[src/rtl/cpm_defines.vh]
`ifndef CPM_DEFINES_VH
`define CPM_DEFINES_VH
// ==========================================
// register offsets
`define CPM_ADDR_COLL      6'h0e
`define CPM_ADDR_PAGE      6'h10
`define CPM_ADDR_MODE      6'h11
// ==========================================
// reset values
`define CPM_RST_COLL       8'ha0
`define CPM_RST_PAGE       8'h00
`define CPM_RST_MODE       8'h3b
`define CPM_RST_KEEP       1'b1
`define CPM_RST_CRC        2'h3
// ==========================================
// collision register fields
`define CPM_COLL_KEEP_BIT  7
`define CPM_COLL_INV_BIT   5
`define CPM_COLL_POS_MSB   4
// ==========================================
// page register fields
`define CPM_PAGE_EN_BIT    7
`define CPM_PAGE_MSB       1
// ==========================================
// mode register fields
`define CPM_MODE_RXWAIT_BIT 4
`define CPM_MODE_POL_BIT    3
`define CPM_MODE_CRC_MSB    1
// writable masks, reserved and read-only bits drop out
`define CPM_MASK_COLL      8'h80
`define CPM_MASK_PAGE      8'h83
`define CPM_MASK_MODE      8'hff
// ==========================================
// collision counting
`define CPM_POS_LIMIT      6'h20
// ==========================================
// mode settings fields (framing and speed)
`define CPM_FRAMING_MSB    1
`define CPM_SPEED_MSB      6
`define CPM_SPEED_LSB      4
`define CPM_FRAMING_A      2'h0
`define CPM_FRAMING_ACT    2'h1
`define CPM_FRAMING_F      2'h2
`define CPM_FRAMING_B      2'h3
`define CPM_SPEED_106      3'h0
// crc preset codes
`define CPM_PRESET_0000    2'h0
`define CPM_PRESET_6363    2'h1
`define CPM_PRESET_ffff    2'h3
`endif

[src/rtl/cpm_regs.v]
// Functional notes
// - keep=0 clears received bits after collision
// - invalid flag set: no collision or overflow
// - five-bit first collision position, data only
// - encoding: 1 first, 8 eighth, 0 32nd
// - page enable: page gives address A5,A4
// - page disabled: latch gives whole address
// - receive wait starts after field detect, in target or card mode only
// - polarity bit selects secure input level
// - crc preset chosen from mode settings
`timescale 1ns/10ps
`include "cpm_defines.vh"

module cpm_regs (
    input  wire       clk,
    input  wire       rst_n,
    // host register port
    input  wire [5:0] host_addr,
    input  wire       host_wr,
    input  wire       host_rd,
    input  wire [7:0] host_wdata,
    output reg  [7:0] host_rdata,
    output reg        host_rvalid,
    output reg  [5:0] reg_addr_eff,
    // receiver bit stream
    input  wire       rx_frame_start,
    input  wire       rx_bit_valid,
    input  wire       rx_bit_value,
    input  wire       rx_bit_is_data,
    input  wire       rx_bit_collision,
    output reg        rx_store_valid,
    output reg        rx_store_value,
    // receive wait control
    input  wire       rx_wait_request,
    input  wire       target_or_card,
    input  wire       rf_field_pin,
    output reg        rx_wait_start,
    // secure element input
    input  wire       secure_element_signal_input,
    output reg        secure_signal_active,
    // crc preset selection
    input  wire       comm_active,
    input  wire [7:0] receive_mode_settings,
    input  wire [7:0] transmit_mode_settings,
    output reg  [1:0] crc_preset_sel,
    // mode bits to the rest of the device
    output reg  [7:0] mode_out,
    output reg        keep_values_after_collision_out
);

// ==========================================
// register storage
reg        keep_values_after_collision;   // host-writable control
reg        collision_position_invalid;    // hardware-owned flag
reg  [4:0] collision_position_field;      // hardware-owned position
reg        page_select_enable;            // page addressing on/off
reg  [1:0] page_field;                    // upper address bits
reg  [7:0] general_mode;                  // mode register
reg  [5:0] data_bit_count;                // data bits seen this frame
reg        collision_seen;                // first collision latched
reg        collided;                      // clear-mode active in frame

// ==========================================
// synchronisers for pin inputs
reg  [2:0] field_sync;                    // field detect, three stages
reg        field_level;                   // filtered field level
reg  [2:0] secure_element_signal_input_sync;                    // secure input, three stages
reg        secure_element_signal_input_level;                   // filtered secure input level

// ==========================================
// effective register address
wire [5:0] eff_addr;
// pins/latch supply the low nibble, page supplies the top two
assign eff_addr = page_select_enable ? {page_field, host_addr[3:0]} : host_addr;

// ==========================================
// crc preset picked from framing and speed
function [1:0] cpm_auto_preset;
    input [7:0] mode_bits;
    begin
        case (mode_bits[`CPM_FRAMING_MSB:0])
            `CPM_FRAMING_A:   cpm_auto_preset = `CPM_PRESET_6363;
            `CPM_FRAMING_ACT: begin
                // active mode at the lowest rate reuses type a framing
                if (mode_bits[`CPM_SPEED_MSB:`CPM_SPEED_LSB] == `CPM_SPEED_106)
                    cpm_auto_preset = `CPM_PRESET_6363;
                else
                    cpm_auto_preset = `CPM_PRESET_0000;
            end
            `CPM_FRAMING_F:   cpm_auto_preset = `CPM_PRESET_0000;
            `CPM_FRAMING_B:   cpm_auto_preset = `CPM_PRESET_ffff;
            default:          cpm_auto_preset = `CPM_PRESET_0000;
        endcase
    end
endfunction

// ==========================================
// read mux, reserved bits come back as zero
reg  [7:0] next_rdata;
always @* begin
    next_rdata = 8'h00;
    case (eff_addr)
        `CPM_ADDR_COLL: next_rdata = {keep_values_after_collision, 1'b0,
                                      collision_position_invalid,
                                      collision_position_field};
        `CPM_ADDR_PAGE: next_rdata = {page_select_enable, 5'h00, page_field};
        `CPM_ADDR_MODE: next_rdata = general_mode;
        default:        next_rdata = 8'h00;   // unmapped reads as zero
    endcase
end

// ==========================================
// host writes and reads
always @(posedge clk) begin
    if (!rst_n) begin
        keep_values_after_collision <= `CPM_RST_KEEP;
        page_select_enable <= 1'b0;
        page_field         <= 2'h0;
        general_mode       <= `CPM_RST_MODE;
        host_rdata         <= 8'h00;
        host_rvalid        <= 1'b0;
        reg_addr_eff       <= 6'h00;
    end else begin
        host_rvalid <= host_rd;
        if (host_rd) begin
            host_rdata <= next_rdata;
        end
        if (host_rd || host_wr) begin
            reg_addr_eff <= eff_addr;
        end
        if (host_wr) begin
            case (eff_addr)
                `CPM_ADDR_COLL: begin
                    // only the keep bit accepts data
                    keep_values_after_collision <= host_wdata[`CPM_COLL_KEEP_BIT];
                end
                `CPM_ADDR_PAGE: begin
                    page_select_enable <= host_wdata[`CPM_PAGE_EN_BIT];
                    page_field         <= host_wdata[`CPM_PAGE_MSB:0];
                end
                `CPM_ADDR_MODE: begin
                    general_mode <= host_wdata & `CPM_MASK_MODE;
                end
                default: begin
                    // unmapped writes are dropped
                end
            endcase
        end
    end
end

// ==========================================
// collision tracking per frame
// counts data bits only; a position past 32 cannot be encoded
always @(posedge clk) begin
    if (!rst_n) begin
        collision_position_invalid <= 1'b1;
        collision_position_field   <= 5'h00;
        data_bit_count             <= 6'h00;
        collision_seen             <= 1'b0;
        collided                   <= 1'b0;
    end else if (rx_frame_start) begin
        // new frame: nothing detected yet
        collision_position_invalid <= 1'b1;
        collision_position_field   <= 5'h00;
        data_bit_count             <= 6'h00;
        collision_seen             <= 1'b0;
        collided                   <= 1'b0;
    end else if (rx_bit_valid && rx_bit_is_data) begin
        // saturate so the count never wraps back into range
        if (data_bit_count != 6'h3f)
            data_bit_count <= data_bit_count + 6'h01;
        if (rx_bit_collision && !collision_seen) begin
            collision_seen <= 1'b1;
            collided       <= 1'b1;
            if (data_bit_count < `CPM_POS_LIMIT) begin
                // position is count+1; 32 truncates to 0
                collision_position_field   <= data_bit_count[4:0] + 5'h01;
                collision_position_invalid <= 1'b0;
            end else begin
                collision_position_invalid <= 1'b1;
            end
        end
    end
end

// ==========================================
// received bit path, cleared after a collision
always @(posedge clk) begin
    if (!rst_n) begin
        rx_store_valid <= 1'b0;
        rx_store_value <= 1'b0;
    end else begin
        rx_store_valid <= rx_bit_valid;
        // the colliding bit itself and all later ones read zero
        if (!keep_values_after_collision &&
            (collided || (rx_bit_collision && rx_bit_is_data)))
            rx_store_value <= 1'b0;
        else
            rx_store_value <= rx_bit_value;
    end
end

// ==========================================
// pin synchronisers: act once stages two and three agree
always @(posedge clk) begin
    if (!rst_n) begin
        field_sync  <= 3'h0;
        field_level <= 1'b0;
        secure_element_signal_input_sync  <= 3'h0;
        secure_element_signal_input_level <= 1'b0;
    end else begin
        field_sync <= {field_sync[1:0], rf_field_pin};
        secure_element_signal_input_sync <= {secure_element_signal_input_sync[1:0], secure_element_signal_input};
        if (field_sync[2] == field_sync[1])
            field_level <= field_sync[1];
        if (secure_element_signal_input_sync[2] == secure_element_signal_input_sync[1])
            secure_element_signal_input_level <= secure_element_signal_input_sync[1];
    end
end

// ==========================================
// receive wait gating, secure input polarity, crc preset
always @(posedge clk) begin
    if (!rst_n) begin
        rx_wait_start        <= 1'b0;
        secure_signal_active <= 1'b0;
        crc_preset_sel       <= `CPM_RST_CRC;
        mode_out             <= `CPM_RST_MODE;
        keep_values_after_collision_out <= `CPM_RST_KEEP;
    end else begin
        // field gating applies only as target or in card mode
        if (general_mode[`CPM_MODE_RXWAIT_BIT] && target_or_card)
            rx_wait_start <= rx_wait_request && field_level;
        else
            rx_wait_start <= rx_wait_request;
        if (general_mode[`CPM_MODE_POL_BIT])
            secure_signal_active <= secure_element_signal_input_level;
        else
            secure_signal_active <= !secure_element_signal_input_level;
        // receive settings take priority in the automatic choice
        if (comm_active)
            crc_preset_sel <= comm_rx_or_tx(receive_mode_settings,
                                            transmit_mode_settings);
        else
            crc_preset_sel <= general_mode[`CPM_MODE_CRC_MSB:0];
        mode_out <= general_mode;
        keep_values_after_collision_out <= keep_values_after_collision;
    end
end

// ==========================================
// choose the settings that drive the automatic preset
// a limitation: mixed rx/tx framings follow the receive side
function [1:0] comm_rx_or_tx;
    input [7:0] rx_bits;
    input [7:0] tx_bits;
    reg   [1:0] rx_sel;
    begin
        rx_sel = cpm_auto_preset(rx_bits);
        if (rx_bits[`CPM_FRAMING_MSB:0] == tx_bits[`CPM_FRAMING_MSB:0])
            comm_rx_or_tx = rx_sel;
        else
            comm_rx_or_tx = rx_sel;
    end
endfunction

endmodule // cpm_regs

[config.mk]
export PLATFORM = sky130hd
export DESIGN_NAME = cpm_regs
export DESIGN_NICKNAME = d
export VERILOG_FILES = /design/src/rtl/cpm_regs.v
export VERILOG_INCLUDE_DIRS = /design/src /design/src/rtl
export SDC_FILE = /design/constraint.sdc
export NUM_CORES = 1
export LEC_CHECK = 0
export ABC_CLOCK_PERIOD_IN_PS = 2400
export BUFFER_PORTS_ARGS = -buffer_cell sky130_fd_sc_hd__buf_2
export CAP_MARGIN = 20
export CORE_MARGIN = 2
export CORE_UTILIZATION = 43
export DETAILED_ROUTE_END_ITERATION = 8
export PLACE_DENSITY = 0.7
export SLEW_MARGIN = 20
export SYNTH_ARGS = -nofsm -noshare
export SYNTH_HDL_FRONTEND = slang
export SYNTH_SLANG_ARGS = --single-unit
[constraint.sdc]
create_clock -name clk -period 2.4 [get_ports clk]
set_clock_uncertainty 0.2 [all_clocks]
set_input_delay 0.24 -clock clk [delete_from_list [all_inputs] [get_ports clk]]
set_output_delay 0.24 -clock clk [all_outputs]
set_load 0.03 [all_outputs]
# [Word level (Yosys, flattened, before mapping)]
# Index checks and enable logic that the tools add are counted.
[totals] ff_bits=63 in_bits=44 out_inout_bits=30 word_cells=64
[op_classes] n_addsub=2 order_cmp=1 eq_ne=9 muxes=8 n_bitwise=1 n_reduce_logical=21
[op_table] cell="$pmux 8 s3" n=1
[op_table] cell="$eq 6x5->1 const B" n=2
[op_table] cell="$reduce_and 2->1" n=5
[op_table] cell="$pmux 2 s4" n=1
[op_table] cell="$add 6x1->6 const B" n=1
[op_table] cell="$eq 6x4->1 const B" n=1
[op_table] cell="$logic_and 1x1->1" n=6
[op_table] cell="$lt 6x6->1 const B" n=1
[op_table] cell="$mux 6" n=1
[op_table] cell="$ne 6x6->1 const B" n=1
[op_table] cell="$add 5x1->5 const B" n=1
[op_table] cell="$eq 2x2->1 const B" n=2
[op_table] cell="$mux 1" n=4
[op_table] cell="$reduce_or 2->1" n=2
[op_table] cell="$logic_not 1->1" n=3
[op_table] cell="$logic_not 3->1" n=1
[op_table] cell="$reduce_and 3->1" n=1
[op_table] cell="$eq 1x1->1" n=2
[op_table] cell="$eq 2x1->1 const B" n=1
[op_table] cell="$logic_not 2->1" n=1
[op_table] cell="$logic_or 1x1->1" n=2
[op_table] cell="$mux 2" n=1
[op_table] cell="$not 1->1" n=1

# [Longest topological paths before layout]
# Gate-level depths: netlist of run 1.
[logic_depth] ltp_word=4 depth_mapped=5 mapped_depth_nobuf=5

# [Worst setup path after synthesis of run 1]
# Ideal clock, no wire load.
[synth_path] path_type="flip-flop to flip-flop" from="reg page_select_enable" to="reg host_rdata[7]" setup_time_ns=0.125 arrival_ns=1.377 required_ns=2.075 slack_ns=0.699 path_stages_with_launch=6 n_path_buf=1 period_less_slack_ns=1.701 path_cell_list="dfxtp_1 > mux2_4 > and3_4 > buf_6 > a221oi_2 > o21ai_1"
[synth_via] elab_chain_cells=3 elab_cells_between_ends=5 classes_between="eq/ne (3); mux (2)"
[synth_rtl] element="start, declared" line="cpm_regs.v:56" source="reg page_select_enable;"
[synth_rtl] element="start signal, assigned" line="cpm_regs.v:138" source="page_select_enable <= host_wdata[`CPM_PAGE_EN_BIT];"
[synth_rtl] element="$mux 6" line="cpm_regs.v:74" source="assign eff_addr = page_select_enable ? {page_field, host_addr[3:0]} : host_addr;"
[synth_rtl] element="$eq 6x5->1 / $eq 6x4->1 (equally long branches)" line="cpm_regs.v:102" source="case (eff_addr)"
[synth_rtl] element="$pmux 8 s3 *" line="cpm_regs.v:102"
[synth_rtl] element="end signal, assigned" line="cpm_regs.v:126" source="host_rdata <= next_rdata;"
[synth_rtl] element="end, declared" line="cpm_regs.v:22" source="output reg [7:0] host_rdata,"
# Mark *: on every way between the ends. The rest lies on a longest branch, timed or not.
# A chain may end at the register's enable or synchronous reset.

# [Worst setup path after layout of run 1]
[layout_path] from="reg page_select_enable" to="reg host_rdata[5]"
[layout_via] elab_chain_cells=3 elab_cells_between_ends=5 classes_between="eq/ne (3); mux (2)"
[layout_rtl] element="$mux 6 *" line="cpm_regs.v:74"
[layout_rtl] element="$eq 6x5->1 / $eq 6x4->1 (equally long branches)" line="cpm_regs.v:102"
[layout_rtl] element="$pmux 8 s3 *" line="cpm_regs.v:102"
# Marked as above.

==> results of run 1 <==
## synthesized netlist by cell type (all sizes together)
| cell | n |
|---|---|
| a211oi | 3 |
| a21boi | 7 |
| a21oi | 3 |
| a221oi | 1 |
| a22oi | 5 |
| a2bb2oi | 1 |
| a31oi | 2 |
| and2 | 15 |
| and3 | 3 |
| buf | 1 |
| clkbuf | 8 |
| dfxtp | 63 |
| ha | 1 |
| inv | 3 |
| mux2 | 2 |
| mux2i | 15 |
| nand2 | 28 |
| nand2b | 9 |
| nand3 | 3 |
| nand3b | 1 |
| nand4 | 2 |
| nand4b | 2 |
| nor2 | 16 |
| nor2b | 7 |
| nor3 | 4 |
| nor3b | 2 |
| nor4 | 1 |
| nor4b | 1 |
| o2111ai | 1 |
| o211a | 1 |
| o211ai | 3 |
| o21a | 1 |
| o21ai | 17 |
| o21bai | 1 |
| o311a | 1 |
| xnor2 | 4 |
| xor2 | 5 |
## report_power, final
group	total, W	switching [W]	internal [W]	leakage (nW)
clock network	0.000765	0.000379	0.000387	0.0914
registers	0.00107	0.00000820	0.00107	0.512
logic	0.000173	0.0000967	0.0000765	0.712
total	0.00201	0.000484	0.00153	1.32
## layer usage
layer  vias to the layer above  track usage
met1                       904        0.206
met5                         -            0
met2                        43        0.286
met4                         0        0.103
li1                       1012            -
met3                        13       0.0432
## flip-flops by register name, summed over array words and instances, names as in the netlist, 2 cells and up
| signal | cells |
|---|---|
| page_field | 2 |
| data_bit_count | 6 |
| mode_out | 8 |
| collision_position_field | 5 |
| general_mode | 8 |
| field_sync | 3 |
| secure_element_signal_input_sync | 3 |
| reg_addr_eff | 6 |
| crc_preset_sel | 2 |
| host_rdata | 8 |
## path summary, 6_finish.rpt
| path | slack (ps) | to | cells after the start | startpoint |
|---|---|---|---|---|
| min reg2reg | 250 | secure_element_signal_input_sync[2]$_SDFF_PN0_ | 1 | secure_element_signal_input_sync[1]$_SDFF_PN0_ |
| min | 10 | reg_addr_eff[3]$_SDFFE_PN0P_ | 3 | host_addr[3] |
| max | 600 | host_rdata[5]$_SDFFE_PN0P_ | 4 | page_select_enable$_SDFFE_PN0P_ |
| max reg2reg | 600 | host_rdata[5]$_SDFFE_PN0P_ | 4 | page_select_enable$_SDFFE_PN0P_ |
## what timing repair did
item                                   CTS  global route
endpoints found under the hold margin   17             0
buffers inserted                         0             0
gates resized for setup                  0             0
hold buffers                            17             0
## area by class of cell
type	count	area [sq um]
Clock buffer	10	138
Sequential cell	63	1260
Tap cell	72	90.1
Clock inverter	5	25.0
Timing Repair Buffer	80	488
Inverter	3	11.3
Fill cell	509	2370
Multi-Input combinational cell	168	1120
## critical path: stages, from the launching register on
cell	delay [ps]
sky130_fd_sc_hd__dfxtp_1	440
sky130_fd_sc_hd__mux2_4	390
sky130_fd_sc_hd__and2_2	210
sky130_fd_sc_hd__o211ai_2	310
sky130_fd_sc_hd__o21ai_0	140
## logic make-up (layout without fill, tap and decap cells)
| logic type | count (synthesis) | in the layout | synth area share |
|---|---|---|---|
| AND/OR/NAND/NOR | 94 | 94 | 0.215 |
| flip-flops | 63 | 63 | 0.517 |
| XOR/XNOR | 9 | 9 | 0.0323 |
| adder cells (fa/ha/maj) | 1 | 1 | 0.00513 |
| buffers and inverters | 12 | 98 | 0.0215 |
| multiplexers | 17 | 17 | 0.0775 |
| AO/OA/AOI/OAI | 47 | 47 | 0.131 |
## stage by stage
| step | utilization | hold slack (ps) | instance area (sq um) |
|---|---|---|---|
| after floorplan | - | 149 | 2440 |
| after global placement | 0.509 | 213 | 2810 |
| after detailed placement | 0.509 | 229 | 2810 |
| after CTS | 0.570 | 1.16 | 3140 |
| after global routing | 0.570 | 28.4 | 3140 |
| final | 0.570 | 10.3 | 3140 |
==> impl_metrics.yaml, run 1 <==
timing:
  finalWorstSetupSlack_ps: 597
  layout_worst_path_cycle_share: 0.751
  least_margin_pin_slew_ps: 504
  hold_violations: 0
  max_slew_margin: 0.663
  drv_slew: 0
  setup_violations: 0
  timing.setup.tns_ps: 0
  period_minus_slack_ps: 1800
  rsz0062_at_grt: "false"
  achievable-frequency_ghz: 0.555
die:
  top_level_ports: 74
  die_y_um: 79.3
  horizontal_die_dimension_um: 79.3
  placeableCoreArea_sq_um: 5510
  std_cell_rows: 27
  die_area_sq_um: 6290
  initial_core_util: 0.443
cells_and_area:
  final_net_count: 370
  most_used_cells_in_the_layout_excluding_fill_and_tap_cells: "63 x sky130_fd_sc_hd__dfxtp_1, 62 x sky130_fd_sc_hd__buf_2, 28 x sky130_fd_sc_hd__nand2_1"
  area_delta_synth_final_pct: 28.7
  layout.cells.most_common: "sky130_fd_sc_hd__dfxtp_1"
  antenna-diode-count: 0
  final_cell_count_no_fill: 401
  drive_above_1_share: 0.277
synthesis:
  yosys_register_bits: 63
  ys_warn_count: 0
  post-synth-top-area-fraction: 0.517
  syn-instance-count: 243
  post-synth-top-area-cell: "sky130_fd_sc_hd__dfxtp_1"
  synth.cell_area_sq_um: 2440
  synthTopCellsByArea: "sky130_fd_sc_hd__dfxtp_1 52%, sky130_fd_sc_hd__mux2i_1 5.7%, sky130_fd_sc_hd__nand2_1 4.3%"
  synth_cell_types: 49
  portion_of_the_post_synthesis_area_used_by_sequential_elements: 0.517
  syn-mean-instance-area_sq_um: 10.0
  synth.net_count: 288
clock_tree:
  max-clock-path-buffers: 2
  cts_sinks: 63
  later_pin_clock_latency_in_the_skew_report_ps: 340
  cts.clk_slew.worst_paths_ps: 70
  cts-buffers-inserted: 9
  tritoncts: "yes"
  cts_root_buf: "sky130_fd_sc_hd__clkbuf_8"
  cts.htree.levels: 3
detailed_routing:
  drt_pre_antenna_iters: 4
  drt_total_wl_um: 5120
  vias: 1972
  route.antenna.remaining_nets: 0
  top_layer_used: "met4"
  drt-initial-drc-count: 37
  detail_route.wirelength.met1_um: 2290
  drcViolationCount: 0
  drt-vias-per-instance: 4.92
  wl_met2_um: 2460
  dr_wl_met3_um: 234
  mean_routed_wirelength_per_cell_um: 12.8
global_route:
  overall_track_demand_over_capacity_in_global_routing: 0.174
  overflow: 0
  maximum_number_of_pins_on_one_net_before_global_route_repair: 26
  antenna_violations_before_repair: 0
  grt_first_pass_wirelength_um: 8360
  grt_pass1_vias: 1849
place:
  port-buffer-count: 62
  hpwlAfterDp_um: 3570
  pre_cts_ws_ps: 606
  gp_congestion: 0.748
  placed_instances: 369
worst_setup_path:
  crit_required_ps: 2420
  critical_path.max_fanout: 7
  critical_path.endpoint_type: "flop"
  critical_path_class: "flop to flop"
  crit_arrival_ps: 1820
  startpoint_type: "flop"
hold_path:
  worst_hold_path_type: "input pin to flop"
power_and_ir_drop:
  pwr_dens_nw_per_um2: 641
  total_power_w: 0.00201
  vdd.ir_drop.worst_mv: 0.351
  leakage_nw: 1.32
flow_run:
  drv_cap: 0
outcome:
  outcome: "completed"
Power figures use the tool's default switching activity.
==> run 2, diff against run 1 <==
- ABC_AREA: default -> 1
- ABC_CLOCK_PERIOD_IN_PS: 2400 -> 1600
- PLACE_DENSITY: 0.7 -> 0.72
- clock period: 2.4 -> 1.6 ns (I/O delays scaled with it)
==> impl_metrics.yaml, run 2 <==
detailed_routing:
  vias: 2295
  drt_total_wl_um: 5690
  route.antenna.remaining_nets: 0
  drt-initial-drc-count: 147
  drcViolationCount: 0
  drt-vias-per-instance: 4.73
  mean_routed_wirelength_per_cell_um: 11.7
  drt_pre_antenna_iters: 5
synthesis:
  synth_cell_types: 28
  syn-mean-instance-area_sq_um: 7.93
  synth.cell_area_sq_um: 2440
  synthTopCellsByArea: "sky130_fd_sc_hd__dfxtp_1 52%, sky130_fd_sc_hd__nand2_1 10%, sky130_fd_sc_hd__a21oi_1 5.5%"
  synth.net_count: 353
  post-synth-top-area-cell: "sky130_fd_sc_hd__dfxtp_1"
  list_of_most_frequent_post_synthesis_cells: "65 x sky130_fd_sc_hd__nand2_1, 63 x sky130_fd_sc_hd__dfxtp_1, 34 x sky130_fd_sc_hd__inv_1"
  portion_of_the_post_synthesis_area_used_by_sequential_elements: 0.516
  post-synth-top-area-fraction: 0.516
  ys_warn_count: 0
  postSynth.asyncResetShare: 0
  synth_ff_type: "sky130_fd_sc_hd__dfxtp_1"
  yosys_register_bits: 63
  syn-instance-count: 308
  most_instantiated_library_cell_after_synthesis: "sky130_fd_sc_hd__nand2_1"
  synth_edf_count: 0
clock_tree:
  post-cts-setup-buffers: 0
  max-clock-path-buffers: 2
  cts-buffers-inserted: 9
  later_pin_clock_latency_in_the_skew_report_ps: 340
  cts.clk_slew.worst_paths_ps: 70
  cts_sinks: 63
  cts_root_buf: "sky130_fd_sc_hd__clkbuf_8"
  cts.htree.levels: 3
  tritoncts: "yes"
cells_and_area:
  largest_registers: "general_mode (8), host_rdata (8), mode_out (8)"
  final_net_count: 454
  layout.cells.most_common: "sky130_fd_sc_hd__nand2_1"
  area_delta_synth_final_pct: 38.8
  final_util: 0.616
  drive_above_1_share: 0.276
  most_used_cells_in_the_layout_excluding_fill_and_tap_cells: "64 x sky130_fd_sc_hd__nand2_1, 62 x sky130_fd_sc_hd__dfxtp_1, 62 x sky130_fd_sc_hd__buf_2"
  finish.instance_area_sq_um: 3390
  antenna-diode-count: 0
worst_setup_path:
  critical_path.reg2reg.endpoint: "data_bit_count[4]$_SDFFE_PP0P_"
  r2r_slack_ps: 80
  r2r_cells: 7
  crit_arrival_ps: 1560
  crit_path_start: "comm_active"
  critical_path_class: "input pin to flop"
  reg2reg_from: "data_bit_count[1]$_SDFFE_PP0P_"
  startpoint_type: "input pin"
  worstSetupEndpoint: "crc_preset_sel[0]$_SDFF_PN1_"
  crit_required_ps: 1610
  critical_path.endpoint_type: "flop"
  critical_path.max_fanout: 4
outcome:
  outcome: "completed"
timing:
  hold_violations: 0
  period_minus_slack_ps: 1550
  layout_worst_path_cycle_share: 0.970
  achievable-frequency_ghz: 0.645
  max_slew_margin: 0.753
  setup_violations: 0
  fin_worst_hold_slack_ps: 2.82
  least_margin_pin_slew_ps: 370
  drv_slew: 0
power_and_ir_drop:
  vdd.ir_drop.worst_mv: 0.618
  pwr_dens_nw_per_um2: 1010
  leakage_nw: 1.61
die:
  std_cell_rows: 27
  top_level_ports: 74
  die_area_sq_um: 6300
  horizontal_die_dimension_um: 79.4
  placeableCoreArea_sq_um: 5510
  die_y_um: 79.4
  initial_core_util: 0.444
global_route:
  overall_track_demand_over_capacity_in_global_routing: 0.194
  grt_pass1_vias: 2170
  maximum_number_of_pins_on_one_net_before_global_route_repair: 39
  antenna_violations_before_repair: 0
  grt_first_pass_wirelength_um: 9430
  overflow: 0
place:
  placement.cell_area_sq_um: 2890
  gp_congestion: 0.796
  hpwlAfterDp_um: 3790
  port-buffer-count: 62
hold_path:
  worst_hold_path_type: "input pin to flop"
flow_run:
  drv_cap: 0
## run 2: routing by layer
layer / track usage / wire length, um / share of wire
met1: 0.227 / 2560 / 0.45
met4: 0.0741 / 67 / 0.012
met2: 0.331 / 2750 / 0.48
met5: 0 / 0 / 0
met3: 0.0602 / 311 / 0.055
## run 2: layout make-up
| cell class | instances | area (sq um) |
|---|---|---|
| clock inverters | 4 | 70.1 |
| flip-flops and latches | 63 | 1260 |
| multi-input cells | 200 | 1040 |
| repair buffers | 98 | 649 |
| well taps | 72 | 90.1 |
| fillers | 471 | 2120 |
| clock buffers | 11 | 141 |
| inverters | 37 | 141 |
## run 2: kinds of logic (layout without fill, tap and decap cells)
family | count (synthesis) | count (layout) | synth area share
buf+inv | 45 | 150 | 0.0738
xor+xnor | 4 | 4 | 0.0143
fa+ha+maj | 1 | 1 | 0.00512
compound gates | 60 | 60 | 0.131
simple gates | 135 | 135 | 0.260
flops | 63 | 63 | 0.516
## run 2: through the flow
stage | setup WS (ps) | std cells | power, W | setup TNS [ps]
after floorplan | 81.7 | 308 | 0.00182 | 0
after global placement | 10.7 | 444 | 0.00193 | 0
after detailed placement | -31.0 | 444 | 0.00193 | -53.8
after CTS | 9.62 | 485 | 0.00344 | 0
after global routing | -0.757 | 485 | 0.00357 | -0.757
final | 48.5 | 485 | 0.00343 | 0
## run 2: worst min path at each step
stage                                           start                                             end  slack (ps)  depth (start not counted)
after global routing                            rst_n         collision_position_invalid$_SDFFE_PP1N_          30                          4
after CTS                                host_addr[4]                    reg_addr_eff[4]$_SDFFE_PN0P_          30                          5
after floorplan                          rx_bit_valid                       rx_store_valid$_SDFF_PN0_          50                          2
after global placement    secure_element_signal_input  secure_element_signal_input_sync[0]$_SDFF_PN0_         140                          3
after detailed placement  secure_element_signal_input  secure_element_signal_input_sync[0]$_SDFF_PN0_         150                          3
final                                           rst_n         collision_position_invalid$_SDFFE_PP1N_           3                          4
## run 2: where the power goes
group,total (W),internal [W],leakage [nW],switching (W)
sequential,0.00162,0.00161,0.514,0.0000178
clock,0.00147,0.000906,0.109,0.000564
combinational,0.000331,0.000138,0.988,0.000193
total,0.00343,0.00265,1.61,0.000775
## run 2: critical path: stages
cell	delay, ps
sky130_fd_sc_hd__dlygate4sd3_1	530
sky130_fd_sc_hd__buf_2	140
sky130_fd_sc_hd__nand2_1	60
sky130_fd_sc_hd__o211ai_1	70
sky130_fd_sc_hd__dlygate4sd3_1	590
## run 2: repair_timing
action | 4_1_cts | 5_1_grt
endpoints found under the hold margin | 36 | 1
gates resized for setup | 1 | 11
setup endpoints to repair | 2 | 30
pin swaps | 0 | 0
hold buffers | 26 | 1
==> run 3, diff against run 2 <==
- ABC_AREA: 1 -> 0
==> impl_metrics.yaml, run 3 (synthesized netlist as in run 1, its figures left out) <==
outcome:
  outcome: "complete, but fails checks"
  failed_checks: "negative setup slack"
timing:
  rsz0062_at_grt: "true"
  layout_worst_path_cycle_share: 1.02
  max_slew_margin: 0.672
  hold_violations: 0
  period_minus_slack_ps: 1630
  fin_worst_hold_slack_ps: 42.3
  finalWorstSetupSlack_ps: -27.9
  achievable-frequency_ghz: 0.614
  timing.setup.tns_ps: -96.8
  setup_violations: 12
  least_margin_pin_slew_ps: 492
  drv_slew: 0
clock_tree:
  tritoncts: "yes"
  cts_root_buf: "sky130_fd_sc_hd__clkbuf_8"
  cts-buffers-inserted: 9
  cts.htree.levels: 3
  later_pin_clock_latency_in_the_skew_report_ps: 330
  max-clock-path-buffers: 2
  cts.clk_slew.worst_paths_ps: 70
  cts_sinks: 63
worst_setup_path:
  critical_path.endpoint_type: "flop"
  reg2reg_from: "page_select_enable$_SDFFE_PN0P_"
  startpoint_type: "flop"
  critical_path.reg2reg.endpoint: "general_mode[1]$_SDFFE_PN1P_"
  critical_path_class: "flop to flop"
  crit_required_ps: 1620
  r2r_cells: 5
  r2r_slack_ps: -30
  critPathBufInv: 1
  timing.critical_path.cells: "mux2_4 > buf_6 > nand4_4 > mux2i_1 > nand2_1"
  timing.critical_path.slowest_stage_cell: "sky130_fd_sc_hd__dfxtp_4"
  cpLargestDelayFamily: "multiplexers"
  max_stage_delay_ps: 380
  crit_arrival_ps: 1650
  critical_path.max_fanout: 8
place:
  hpwlAfterDp_um: 3700
  port-buffer-count: 62
  placed_instances: 379
  pre_cts_ws_ps: -51.6
  gp_congestion: 0.763
power_and_ir_drop:
  pwr-share-comb: 0.089
  power_report.internal_total_w: 0.00264
  total_switching_power_w: 0.000763
  pwr_dens_nw_per_um2: 991
  leakage_nw: 1.43
  power_switching_share: 0.224
  vdd.ir_drop.worst_mv: 0.448
  clkPwrFrac: 0.438
  power.share.sequential: 0.474
cells_and_area:
  final_cell_count_no_fill: 422
  area_delta_synth_final_pct: 40.7
  final_net_count: 390
  layout.cells.most_common: "sky130_fd_sc_hd__buf_2"
  antenna-diode-count: 0
  largest_registers: "general_mode (8), host_rdata (8), mode_out (8)"
  most_used_cells_in_the_layout_excluding_fill_and_tap_cells: "61 x sky130_fd_sc_hd__buf_2, 60 x sky130_fd_sc_hd__dfxtp_1, 27 x sky130_fd_sc_hd__nand2_1, 27 x sky130_fd_sc_hd__dlygate4sd3_1"
  layout.area.seq_sq_um: 1270
  layout_filler_cell_count: 451
  multi_input_comb_area_sq_um: 1160
  drive_above_1_share: 0.311
  final_util: 0.623
detailed_routing:
  vias: 2035
  drt_total_wl_um: 5540
  drt_pre_antenna_iters: 5
  mean_routed_wirelength_per_cell_um: 13.1
  drt-vias-per-instance: 4.82
  drt-initial-drc-count: 99
  route.antenna.remaining_nets: 0
  drcViolationCount: 0
die:
  std_cell_rows: 27
  die_area_sq_um: 6290
  horizontal_die_dimension_um: 79.3
  initial_core_util: 0.443
  top_level_ports: 74
  die_y_um: 79.3
  placeableCoreArea_sq_um: 5510
hold_path:
  worst_hold_path_type: "input pin to flop"
  worstHoldPathCells: 2
  min_delay_worst_endpoint: "reg_addr_eff[5]$_SDFFE_PN0P_"
  min_from: "host_wr"
global_route:
  maximum_number_of_pins_on_one_net_before_global_route_repair: 22
  grt_pass1_vias: 1971
  overflow: 0
  antenna_violations_before_repair: 0
  grt_first_pass_wirelength_um: 8940
  overall_track_demand_over_capacity_in_global_routing: 0.186
flow_run:
  drv_cap: 0
run 3: changes by cell type in the layout (fill, tap and decap cells not counted), moves of 7 or more:
cell,delta
sky130_fd_sc_hd__a21oi_1,-25
sky130_fd_sc_hd__and2_1,+14
sky130_fd_sc_hd__inv_1,-28
sky130_fd_sc_hd__mux2i_1,+14
sky130_fd_sc_hd__nand2_1,-37
sky130_fd_sc_hd__nand2b_1,+9
sky130_fd_sc_hd__nand3_1,-21
sky130_fd_sc_hd__nor2b_1,+7
sky130_fd_sc_hd__o21ai_0,-15
run 3: worst reg2reg max path, stage by stage, from the launching register on:
cell and delay, ps:
sky130_fd_sc_hd__dfxtp_4 380, sky130_fd_sc_hd__mux2_4 320, sky130_fd_sc_hd__buf_6 140, sky130_fd_sc_hd__nand4_4 190, sky130_fd_sc_hd__mux2i_1 210, sky130_fd_sc_hd__nand2_1 70
run 3: worst max path at each step:
stage / depth (start not counted) / from / slack [ps] / to
3_3_place_gp: 4 / page_select_enable$_SDFFE_PN0P_ / -30 / host_rdata[3]$_SDFFE_PN0P_
6_report: 5 / page_select_enable$_SDFFE_PN0P_ / -30 / general_mode[1]$_SDFFE_PN1P_
2_1_floorplan: 5 / page_select_enable$_SDFFE_PN0P_ / 4 / host_rdata[7]$_SDFFE_PN0P_
3_5_place_dp: 5 / page_select_enable$_SDFFE_PN0P_ / -50 / general_mode[3]$_SDFFE_PN1P_
5_1_grt: 6 / page_select_enable$_SDFFE_PN0P_ / -90 / host_rdata[7]$_SDFFE_PN0P_
4_1_cts: 5 / page_select_enable$_SDFFE_PN0P_ / -40 / general_mode[1]$_SDFFE_PN1P_
run 3: cell type report:
cell class	instances	share of cell area
inverters	3	0.00328
clock buffers	12	0.0514
well taps	72	0.0263
clock inverters	4	0.0146
repair buffers	100	0.197
flip-flops and latches	63	0.369
multi-input cells	168	0.338
run 3: stage by stage:
| stage | total power, W | instance area, sq um |
|---|---|---|
| 6_report | 0.00340 | 3430 |
| 5_1_grt | 0.00354 | 3430 |
| 4_1_cts | 0.00343 | 3400 |
| 3_5_place_dp | 0.00189 | 2880 |
| 3_3_place_gp | 0.00188 | 2880 |
| 2_1_floorplan | 0.00178 | 2440 |
run 3: power by group through the flow:
stage / Combinational [W] / Clock [W] / Sequential [W]
detailed placement: 0.000240 / 0 / 0.00165
global route: 0.000326 / 0.00160 / 0.00161
global placement: 0.000236 / 0 / 0.00164
finish: 0.000302 / 0.00149 / 0.00161
CTS: 0.000295 / 0.00152 / 0.00161
floorplan: 0.000102 / 0 / 0.00168
run 3: repair_timing:
action / in CTS / in global routing
gates resized for setup: 8 / 10
buffers inserted: 0 / 1
gates cloned: 0 / 0
hold endpoints to repair: 25 / 0
pin swaps: 3 / 7
hold buffers: 27 / 0
endpoints found under the setup margin: 18 / 29
run 3: routing by layer:
| layer | share of wire | track usage | wire, um | up-vias |
|---|---|---|---|---|
| li1 | - | - | - | 1048 |
| met4 | 0.021 | 0.114 | 116 | 0 |
| met3 | 0.039 | 0.0375 | 214 | 11 |
| met5 | 0 | 0 | 0 | - |
| met1 | 0.45 | 0.218 | 2510 | 925 |
| met2 | 0.49 | 0.310 | 2700 | 51 |
